<file path="config.mk">
export PLATFORM = sky130hd
export DESIGN_NAME = dcs_sequencer
export DESIGN_NICKNAME = d
export VERILOG_FILES = /design/src/verilog/dcs_glyph.v /design/src/verilog/dcs_sequencer.v
export VERILOG_INCLUDE_DIRS = /design/src /design/src/verilog
export SDC_FILE = /design/constraint.sdc
export NUM_CORES = 1
export LEC_CHECK = 0
export BUFFER_PORTS_ARGS = -buffer_cell sky130_fd_sc_hd__buf_4
export CAP_MARGIN = 20
export CORE_ASPECT_RATIO = 0.6
export CORE_MARGIN = 8
export CORE_UTILIZATION = 58
export DETAILED_ROUTE_END_ITERATION = 7
export GPL_TIMING_DRIVEN = 0
export PLACE_DENSITY = 0.89
export SETUP_SLACK_MARGIN = 0.3
export SYNTH_ARGS = -nofsm -noshare
export SYNTH_HDL_FRONTEND = slang
export SYNTH_SLANG_ARGS = --single-unit
export TNS_END_PERCENT = 5
</file>
<file path="constraint.sdc">
create_clock -name sys_clk -period 3.41 [get_ports sys_clk]
set_clock_uncertainty 0.15 [all_clocks]
set_input_delay 0 -clock sys_clk [delete_from_list [all_inputs] [get_ports sys_clk]]
set_output_delay 0 -clock sys_clk [all_outputs]
set_load 0.05 [all_outputs]
</file>
<file path="src/verilog/dcs_map.vh">
`ifndef DCS_MAP_VH
`define DCS_MAP_VH
// ------------------------------------------------------------
// character codes (6-bit): 0x00..0x0F hex digits, then letters
// ------------------------------------------------------------
`define DCS_CH_W        6
`define DCS_CH_0        6'h00
`define DCS_CH_8        6'h08
`define DCS_CH_A        6'h0A
`define DCS_CH_B        6'h0B
`define DCS_CH_C        6'h0C
`define DCS_CH_D        6'h0D
`define DCS_CH_E        6'h0E
`define DCS_CH_F        6'h0F
`define DCS_CH_H        6'h10
`define DCS_CH_L        6'h11
`define DCS_CH_N        6'h12
`define DCS_CH_O        6'h13
`define DCS_CH_P        6'h14
`define DCS_CH_R        6'h15
`define DCS_CH_S        6'h16
`define DCS_CH_U        6'h17
`define DCS_CH_Y        6'h18
`define DCS_CH_DASH     6'h3E
`define DCS_CH_BLANK    6'h3F
// ------------------------------------------------------------
// segment bit positions, segs[6:0] = g f e d c b a
// ------------------------------------------------------------
`define DCS_SEG_W       7
`define DCS_SEG_OFF     7'h00
`define DCS_SEG_MID     7'h40
// ------------------------------------------------------------
// display modes, in priority order low to high
// ------------------------------------------------------------
`define DCS_MODE_W      3
`define DCS_MODE_ID     3'h0
`define DCS_MODE_SOD    3'h1
`define DCS_MODE_BATT   3'h2
`define DCS_MODE_HOT    3'h3
`define DCS_MODE_OFFL   3'h4
`define DCS_MODE_POWER  3'h5
`define DCS_MODE_DIAG   3'h6
// ------------------------------------------------------------
// component failure kinds (detail code first character)
// ------------------------------------------------------------
`define DCS_CF_W        3
`define DCS_CF_COMB     3'h0
`define DCS_CF_CACHE    3'h1
`define DCS_CF_PROC     3'h2
`define DCS_CF_HOST     3'h3
`define DCS_CF_FLASH    3'h4
`define DCS_CF_BASE     3'h5
// ------------------------------------------------------------
// timing
// ------------------------------------------------------------
`define DCS_CLK_HZ      100000000
`define DCS_DWELL_MS    500
`define DCS_DWELL_CYC   ((`DCS_CLK_HZ / 1000) * `DCS_DWELL_MS)
`define DCS_MAX_CODES   8
`endif

</file>
<file path="src/verilog/dcs_glyph.v">
`timescale 1ns/1ps
`default_nettype none
`include "dcs_map.vh"
module dcs_glyph (
  input  wire [`DCS_CH_W-1:0]  ch,
  output reg  [`DCS_SEG_W-1:0] segs
);
  // ------------------------------------------------------------
  // glyph lookup
  // ------------------------------------------------------------
  always @* begin
    case (ch)
      6'h00:         segs = 7'h3F;
      6'h01:         segs = 7'h06;
      6'h02:         segs = 7'h5B;
      6'h03:         segs = 7'h4F;
      6'h04:         segs = 7'h66;
      6'h05:         segs = 7'h6D;
      6'h06:         segs = 7'h7D;
      6'h07:         segs = 7'h07;
      6'h08:         segs = 7'h7F;
      6'h09:         segs = 7'h6F;
      `DCS_CH_A:     segs = 7'h77;
      `DCS_CH_B:     segs = 7'h7C;
      `DCS_CH_C:     segs = 7'h39;
      `DCS_CH_D:     segs = 7'h5E;
      `DCS_CH_E:     segs = 7'h79;
      `DCS_CH_F:     segs = 7'h71;
      `DCS_CH_H:     segs = 7'h76;
      `DCS_CH_L:     segs = 7'h38;
      `DCS_CH_N:     segs = 7'h54;
      `DCS_CH_O:     segs = 7'h3F;
      `DCS_CH_P:     segs = 7'h73;
      `DCS_CH_R:     segs = 7'h50;
      // letter s reuses the five glyph
      `DCS_CH_S:     segs = 7'h6D;
      `DCS_CH_U:     segs = 7'h3E;
      `DCS_CH_Y:     segs = 7'h6E;
      `DCS_CH_DASH:  segs = `DCS_SEG_MID;
      default:       segs = `DCS_SEG_OFF;
    endcase
  end
endmodule // dcs_glyph
`default_nettype wire

</file>
<file path="src/verilog/dcs_sequencer.v">
// Behaviour
// boot errors with attention on show a sequence of two-character codes
// plus codes light the diagnostic dot, minus codes keep it dark
// separator lights only middle segments with the dot on
// end glyph blanks all segments and the dot
// separator only between pairs when more than one pair exists
// end glyph appended automatically, then the sequence repeats
// startup error followed by default, diagnostic fault or validation code
// operational error followed by lockdown code with its index
// diagnostic failure followed by a lockdown code
// component failure detail codes carry the part location
// combined memory code for shared memory, separate codes otherwise
// normal operation shows static enclosure id with dot off
// reset while showing id shows offline sequence, controller held
// component failure while online shown, persists after going offline
// power-on default sequence during power-on or held insertion
// start-of-day running shows start-of-day sequence
// battery backup shows battery sequence
// over temperature shows over-temperature sequence
// non-replaceable diagnostic failure shows diagnostic fault sequence
// host card failure shows component failure with host code
// each character dwells a parameter time before advancing
// fixed glyph table, letter s drawn as five
`timescale 1ns/1ps
`default_nettype none
`include "dcs_map.vh"
module dcs_sequencer #(
  parameter DWELL_CYC = `DCS_DWELL_CYC
) (
  input  wire                  sys_clk,
  input  wire                  rst_n,
  input  wire                  attention_indicator,
  input  wire                  power_on_phase,
  input  wire                  start_of_day,
  input  wire                  battery_backup,
  input  wire                  over_temp,
  input  wire                  ctrl_reset_req,
  input  wire                  diag_fault,
  input  wire                  validation_err,
  input  wire [3:0]            validation_idx,
  input  wire                  op_lockdown,
  input  wire                  diag_lockdown,
  input  wire [`DCS_CH_W-1:0]  lockdown_ch,
  input  wire                  comp_fail,
  input  wire [`DCS_CF_W-1:0]  comp_kind,
  input  wire [3:0]            comp_loc,
  input  wire                  comp_clear,
  input  wire [`DCS_CH_W-1:0]  encl_id_hi,
  input  wire [`DCS_CH_W-1:0]  encl_id_lo,
  output reg  [`DCS_SEG_W-1:0] seg_hi_ff,
  output reg  [`DCS_SEG_W-1:0] seg_lo_ff,
  output reg                   diag_dot_ff,
  output reg                   ctrl_hold_ff
);
  // ------------------------------------------------------------
  // sticky state
  // ------------------------------------------------------------
  reg                   showing_id_ff;
  reg                   offline_ff;
  reg                   cf_seen_ff;
  reg [`DCS_CF_W-1:0]   cf_kind_ff;
  reg [3:0]             cf_loc_ff;
  reg [2:0]             idx_ff;
  reg [31:0]            dwell_ff;
  reg                   nxt_offline;
  reg                   nxt_cf_seen;

  always @* begin
    nxt_offline = offline_ff;
    if (ctrl_reset_req && showing_id_ff)
      nxt_offline = 1'b1;
    else if (!ctrl_reset_req)
      nxt_offline = 1'b0;
    // a failure arriving with a clear wins, so none is lost
    nxt_cf_seen = cf_seen_ff;
    if (comp_clear)
      nxt_cf_seen = 1'b0;
    if (comp_fail)
      nxt_cf_seen = 1'b1;
  end

  always @(posedge sys_clk) begin
    if (!rst_n) begin
      offline_ff   <= 1'b0;
      cf_seen_ff   <= 1'b0;
      cf_kind_ff   <= `DCS_CF_COMB;
      cf_loc_ff    <= 4'h0;
      ctrl_hold_ff <= 1'b0;
    end else begin
      offline_ff   <= nxt_offline;
      cf_seen_ff   <= nxt_cf_seen;
      ctrl_hold_ff <= nxt_offline;
      if (comp_fail) begin
        cf_kind_ff <= comp_kind;
        cf_loc_ff  <= comp_loc;
      end
    end
  end

  // ------------------------------------------------------------
  // sequence builder: up to five codes, end glyph appended
  // ------------------------------------------------------------
  reg [`DCS_CH_W-1:0] c_hi [0:`DCS_MAX_CODES-1];
  reg [`DCS_CH_W-1:0] c_lo [0:`DCS_MAX_CODES-1];
  reg [3:0]           n_codes;
  reg                 static_id;
  reg [`DCS_CH_W-1:0] det_hi;
  reg [`DCS_CH_W-1:0] det_lo;
  reg                 err_pair;
  reg [3:0]           k;
  // validation index in the low nibble maps to hex digit codes
  wire [`DCS_CH_W-1:0] val_ch = {2'b00, validation_idx};
  wire [`DCS_CH_W-1:0] loc_ch = {2'b00, cf_loc_ff};

  always @* begin
    for (k = 4'd0; k < `DCS_MAX_CODES; k = k + 4'd1) begin
      c_hi[k[2:0]] = `DCS_CH_BLANK;
      c_lo[k[2:0]] = `DCS_CH_BLANK;
    end
    n_codes   = 4'd0;
    static_id = 1'b0;
    err_pair  = 1'b0;
    case (cf_kind_ff)
      `DCS_CF_COMB:  det_hi = `DCS_CH_D;
      `DCS_CF_CACHE: det_hi = `DCS_CH_C;
      `DCS_CF_PROC:  det_hi = `DCS_CH_P;
      `DCS_CF_HOST:  det_hi = `DCS_CH_H;
      `DCS_CF_FLASH: det_hi = `DCS_CH_F;
      default:       det_hi = `DCS_CH_B;
    endcase
    // the base card has a single location, so its detail is always 1
    det_lo = (cf_kind_ff == `DCS_CF_BASE) ? 6'h01 : loc_ch;
    if (attention_indicator && (diag_fault || validation_err)) begin
      c_hi[0] = `DCS_CH_S; c_lo[0] = `DCS_CH_E;
      if (diag_fault) begin
        c_hi[1] = `DCS_CH_D; c_lo[1] = `DCS_CH_F;
      end else begin
        c_hi[1] = `DCS_CH_S; c_lo[1] = val_ch;
      end
      n_codes = 4'd2;
      err_pair = 1'b1;
    end else if (attention_indicator && (op_lockdown || diag_lockdown)) begin
      c_hi[0] = op_lockdown ? `DCS_CH_O : `DCS_CH_D;
      c_lo[0] = `DCS_CH_E;
      c_hi[1] = `DCS_CH_L; c_lo[1] = lockdown_ch;
      n_codes = 4'd2;
      err_pair = 1'b1;
    end else if (power_on_phase) begin
      c_hi[0] = `DCS_CH_S; c_lo[0] = `DCS_CH_E;
      c_hi[1] = `DCS_CH_8; c_lo[1] = `DCS_CH_8;
      n_codes = 4'd2;
    end else if (cf_seen_ff) begin
      c_hi[0] = `DCS_CH_O; c_lo[0] = `DCS_CH_S;
      c_hi[1] = `DCS_CH_C; c_lo[1] = `DCS_CH_F;
      c_hi[2] = det_hi;
      c_lo[2] = det_lo;
      n_codes = 4'd3;
    end else if (offline_ff) begin
      c_hi[0] = `DCS_CH_O; c_lo[0] = `DCS_CH_S;
      c_hi[1] = `DCS_CH_O; c_lo[1] = `DCS_CH_L;
      n_codes = 4'd2;
    end else if (over_temp) begin
      c_hi[0] = `DCS_CH_O; c_lo[0] = `DCS_CH_S;
      c_hi[1] = `DCS_CH_O; c_lo[1] = `DCS_CH_H;
      n_codes = 4'd2;
    end else if (battery_backup) begin
      c_hi[0] = `DCS_CH_O; c_lo[0] = `DCS_CH_S;
      c_hi[1] = `DCS_CH_B; c_lo[1] = `DCS_CH_B;
      n_codes = 4'd2;
    end else if (start_of_day) begin
      c_hi[0] = `DCS_CH_O; c_lo[0] = `DCS_CH_S;
      c_hi[1] = `DCS_CH_S; c_lo[1] = `DCS_CH_D;
      n_codes = 4'd2;
    end else begin
      static_id = 1'b1;
    end
    // a failure latched behind an error pair is a second pair, so the
    // separator goes between them; single-pair sequences never get one
    if (err_pair && cf_seen_ff) begin
      c_hi[2] = `DCS_CH_DASH;
      c_lo[2] = `DCS_CH_DASH;
      c_hi[3] = `DCS_CH_C;
      c_lo[3] = `DCS_CH_F;
      c_hi[4] = det_hi;
      c_lo[4] = det_lo;
      n_codes = 4'd5;
    end
    c_hi[n_codes[2:0]] = `DCS_CH_BLANK;
    c_lo[n_codes[2:0]] = `DCS_CH_BLANK;
  end

  // ------------------------------------------------------------
  // dwell timer and code index
  // ------------------------------------------------------------
  wire dwell_done = (dwell_ff >= DWELL_CYC - 1);

  always @(posedge sys_clk) begin
    if (!rst_n) begin
      dwell_ff      <= 32'h0000_0000;
      idx_ff        <= 3'h0;
      showing_id_ff <= 1'b0;
    end else begin
      showing_id_ff <= static_id;
      if (static_id) begin
        dwell_ff <= 32'h0000_0000;
        idx_ff   <= 3'h0;
      end else if (dwell_done) begin
        dwell_ff <= 32'h0000_0000;
        // wrap after the end glyph so the sequence repeats
        if ({1'b0, idx_ff} >= n_codes)
          idx_ff <= 3'h0;
        else
          idx_ff <= idx_ff + 3'h1;
      end else begin
        dwell_ff <= dwell_ff + 32'h0000_0001;
      end
    end
  end

  // ------------------------------------------------------------
  // glyph output
  // ------------------------------------------------------------
  wire [`DCS_CH_W-1:0]  cur_hi = static_id ? encl_id_hi : c_hi[idx_ff];
  wire [`DCS_CH_W-1:0]  cur_lo = static_id ? encl_id_lo : c_lo[idx_ff];
  wire [`DCS_SEG_W-1:0] g_hi;
  wire [`DCS_SEG_W-1:0] g_lo;
  wire                  is_end = ({1'b0, idx_ff} >= n_codes);

  dcs_glyph u_hi (
    .ch   (cur_hi),
    .segs (g_hi)
  );
  dcs_glyph u_lo (
    .ch   (cur_lo),
    .segs (g_lo)
  );

  always @(posedge sys_clk) begin
    if (!rst_n) begin
      seg_hi_ff   <= `DCS_SEG_OFF;
      seg_lo_ff   <= `DCS_SEG_OFF;
      diag_dot_ff <= 1'b0;
    end else begin
      seg_hi_ff   <= g_hi;
      seg_lo_ff   <= g_lo;
      // id and end glyph are minus codes, all others plus
      diag_dot_ff <= !(static_id || is_end);
    end
  end
endmodule // dcs_sequencer
`default_nettype wire

</file>
==> metrics.cfg <==
[finish]
final_common_cell = nor2_1
syn_to_final_growth_pct = 25.8
drive_above_1_share_pct = 19.7
nNetsFinal = 650
final_cell_mix = 62 x nor2_1, 59 x dfxtp_1, 58 x buf_4
n_fill_cell = 519
antenna_cells = 0

[sta]
fmax_mhz = 318
rsz0062_at_grt = true
maxSlewViolCount = 0
fin_tns_setup_ps = 0
timing.final.crit_period_ps = 3140
finalSetupViolations = 0
hold_viol = 0
max-slew-margin-rel_pct = 48.7
worst_slew_pin_slew_ps = 770
fin_crit_sh_pct = 92.2

[power_and_ir_drop]
p_total_w = 0.00376
p_sw_w = 0.00172
sw_frac_of_total_pct = 45.8
p_leak_nw = 1.99
power_density_nw_per_um2 = 751
ir_worst_vdd_mv = 0.485
comb_power_share_pct = 54.4
p_clk_share_pct = 23.1
power_frac_seq_pct = 22.5
cell_internal_pwr_w = 0.00204

[detailed_routing]
wl_per_cell_um = 18.2
drcViolationCount = 0
ant_nets = 0
vias = 4314
drt-pass1-iter-count = 5
viasPerCell = 6.34
first_iter_violations = 653
drt_wl_total_um = 12400

[worst_setup_path]
r2r_cells = 12
worst_setup_path_end_kind = register
path_class = reg -> reg
critPathRequiredTime_ps = 3470
startpoint_type = register
cp_max_fo = 8
r2r_setup_slack_ps = 270
r2r-start = idx_ff[0]
worstPathArrival_ps = 3200
reg2reg_to = seg_hi_ff[5]

[die]
io_pins = 59
rows = 23
die-width_um = 123
core_um2 = 6650
die_y_um = 80.2
die_area_um2 = 9860
initial_core_util_pct = 59.9

[logic_synthesis]
synth_area_per_cell_um2 = 7.90
ys_ff_latch = 60
ys_warn_count = 0
synth_ff_type = dfxtp_1
yosysSeqAreaShare_pct = 30.2
synth_top_area_cell = dfxtp_1
synthesis.instances = 504
synthDistinctLibCells = 67
syn_area_um2 = 3980
async_flop_share_pct = 0
synth_edf_count = 0
synthTopCellsByArea = dfxtp_1 30%, ha_1 6.0%, nor2_1 5.8%
synth_top_cell_area_share_pct = 30.2

[hold_path]
holdPathStages = 5
min-delay-start = encl_id_hi[4]
whs_endpoint = seg_hi_ff[1]
hold_class = in -> reg

[clock_network]
clkSinkCount = 60
cts_buffers = 9
clk_pin_slew_ps = 60
cts_root_buffer = clkbuf_16
cts_tree = done
h-tree-depth = 3
clkLatencyLatePin_ps = 330
clk_path_buf_depth = 2

[global_route]
grt_pass1_vias = 3975
grt.overflow.total = 0
grt_max_degree = 14
grt_usage_pct = 25.0
antenna_found_initial = 0
grt_pass1_wl_um = 19800

[run_status]
status = complete, no violations

[placement]
port-buffer-count = 54
place.gp.congestion = 1.03
hpwl_um = 9330

[flow_run]
drv_cap = 0

## cells in the mapped netlist, types with 13 or more instances
master	count
ha_1	19
xnor2_1	17
nor2b_1	13
nand3_1	29
nor2_1	62
a21oi_1	22
nand2_1	54
o21ai_0	17
inv_1	18
dfxtp_1	60
## critical path, stage by stage (launching register included)
cell and delay [ps]:
dfxtp_1 330, buf_2 220, inv_1 140, mux2_2 290, a221oi_2 320, a311oi_2 90
or3_1 370, clkbuf_2 200, inv_1 150, ha_2 250, nand2_1 120, a311oi_1 310
a211oi_1 80
## per-layer routing
layer / GRT usage, % / vias up / part of all wire [%]
met5: 0 / - / 0
met4: 5.38 / 0 / 0.83
met3: 9.52 / 19 / 14
met2: 36.3 / 290 / 41
met1: 34.3 / 2010 / 44
li1: - / 1995 / -
## registers in the layout, indices dropped and copies added, names as in the netlist
name and flops:
offline_ff 1, idx_ff 3, dwell_ff 32, cf_kind_ff 3, diag_dot_ff 1, seg_hi_ff 7
cf_seen_ff 1, showing_id_ff 1, cf_loc_ff 4, seg_lo_ff 7
## how the worst max path moves through the flow
stage	from	end	cells after the start	slack, ps
finish	idx_ff[0]	seg_hi_ff[5]	12	270
global route	cf_seen_ff	seg_lo_ff[1]	10	140
CTS	offline_ff	seg_hi_ff[2]	11	290
detailed placement	offline_ff	seg_lo_ff[1]	9	-230
global placement	offline_ff	seg_lo_ff[1]	9	-280
floorplan	offline_ff	seg_lo_ff[1]	9	380
## per-stage QoR
step,instance area [um^2],setup WS (ps),hold slack [ps],utilization [%],instances
2_1_floorplan,4000,382,-21.8,-,509
3_5_place_dp,4520,-232,90.9,68.0,650
3_3_place_gp,4520,-284,91.5,68.0,650
5_1_grt,5010,140,64.6,75.4,680
6_report,5010,266,62.9,75.4,680
4_1_cts,4970,292,44.0,74.7,680
## cell type report
cell class	instances	area, um^2	share of cell area [%]
inverters	18	67.6	1.35
well taps	87	109	2.17
repair buffers	68	541	10.8
multi-input cells	404	2660	53.0
flip-flops and latches	60	1200	24.0
clock buffers	9	225	4.50
clock inverters	7	57.6	1.15
plain buffers	27	150	3.00
## timing repair
action / CTS / global route
buffers inserted: 2 / 0
pin swaps: 1 / 0
hold endpoints to repair: 20 / 0
resized for setup: 8 / 13
hold buffers: 12 / 0
endpoints found under the setup margin: 15 / 24
## cell families after synthesis
kind of cell	share of synthesized area [%]
other	0.0941
and+or+nand+nor	25.8
DFF	30.2
adders and majority gates	5.97
buffers and inverters	5.31
AOI/OAI and AO/OA	24.0
xor gates and xnor gates	5.06
muxes	3.61
## power by group through the flow
stage	combinational, W	clock (W)	sequential, W
floorplan	0.00120	0	0.00106
global placement	0.00185	0	0.000857
detailed placement	0.00190	0	0.000862
CTS	0.00196	0.000878	0.000847
global route	0.00221	0.000917	0.000857
finish	0.00205	0.000869	0.000849
Power figures use the tool's default switching activity.
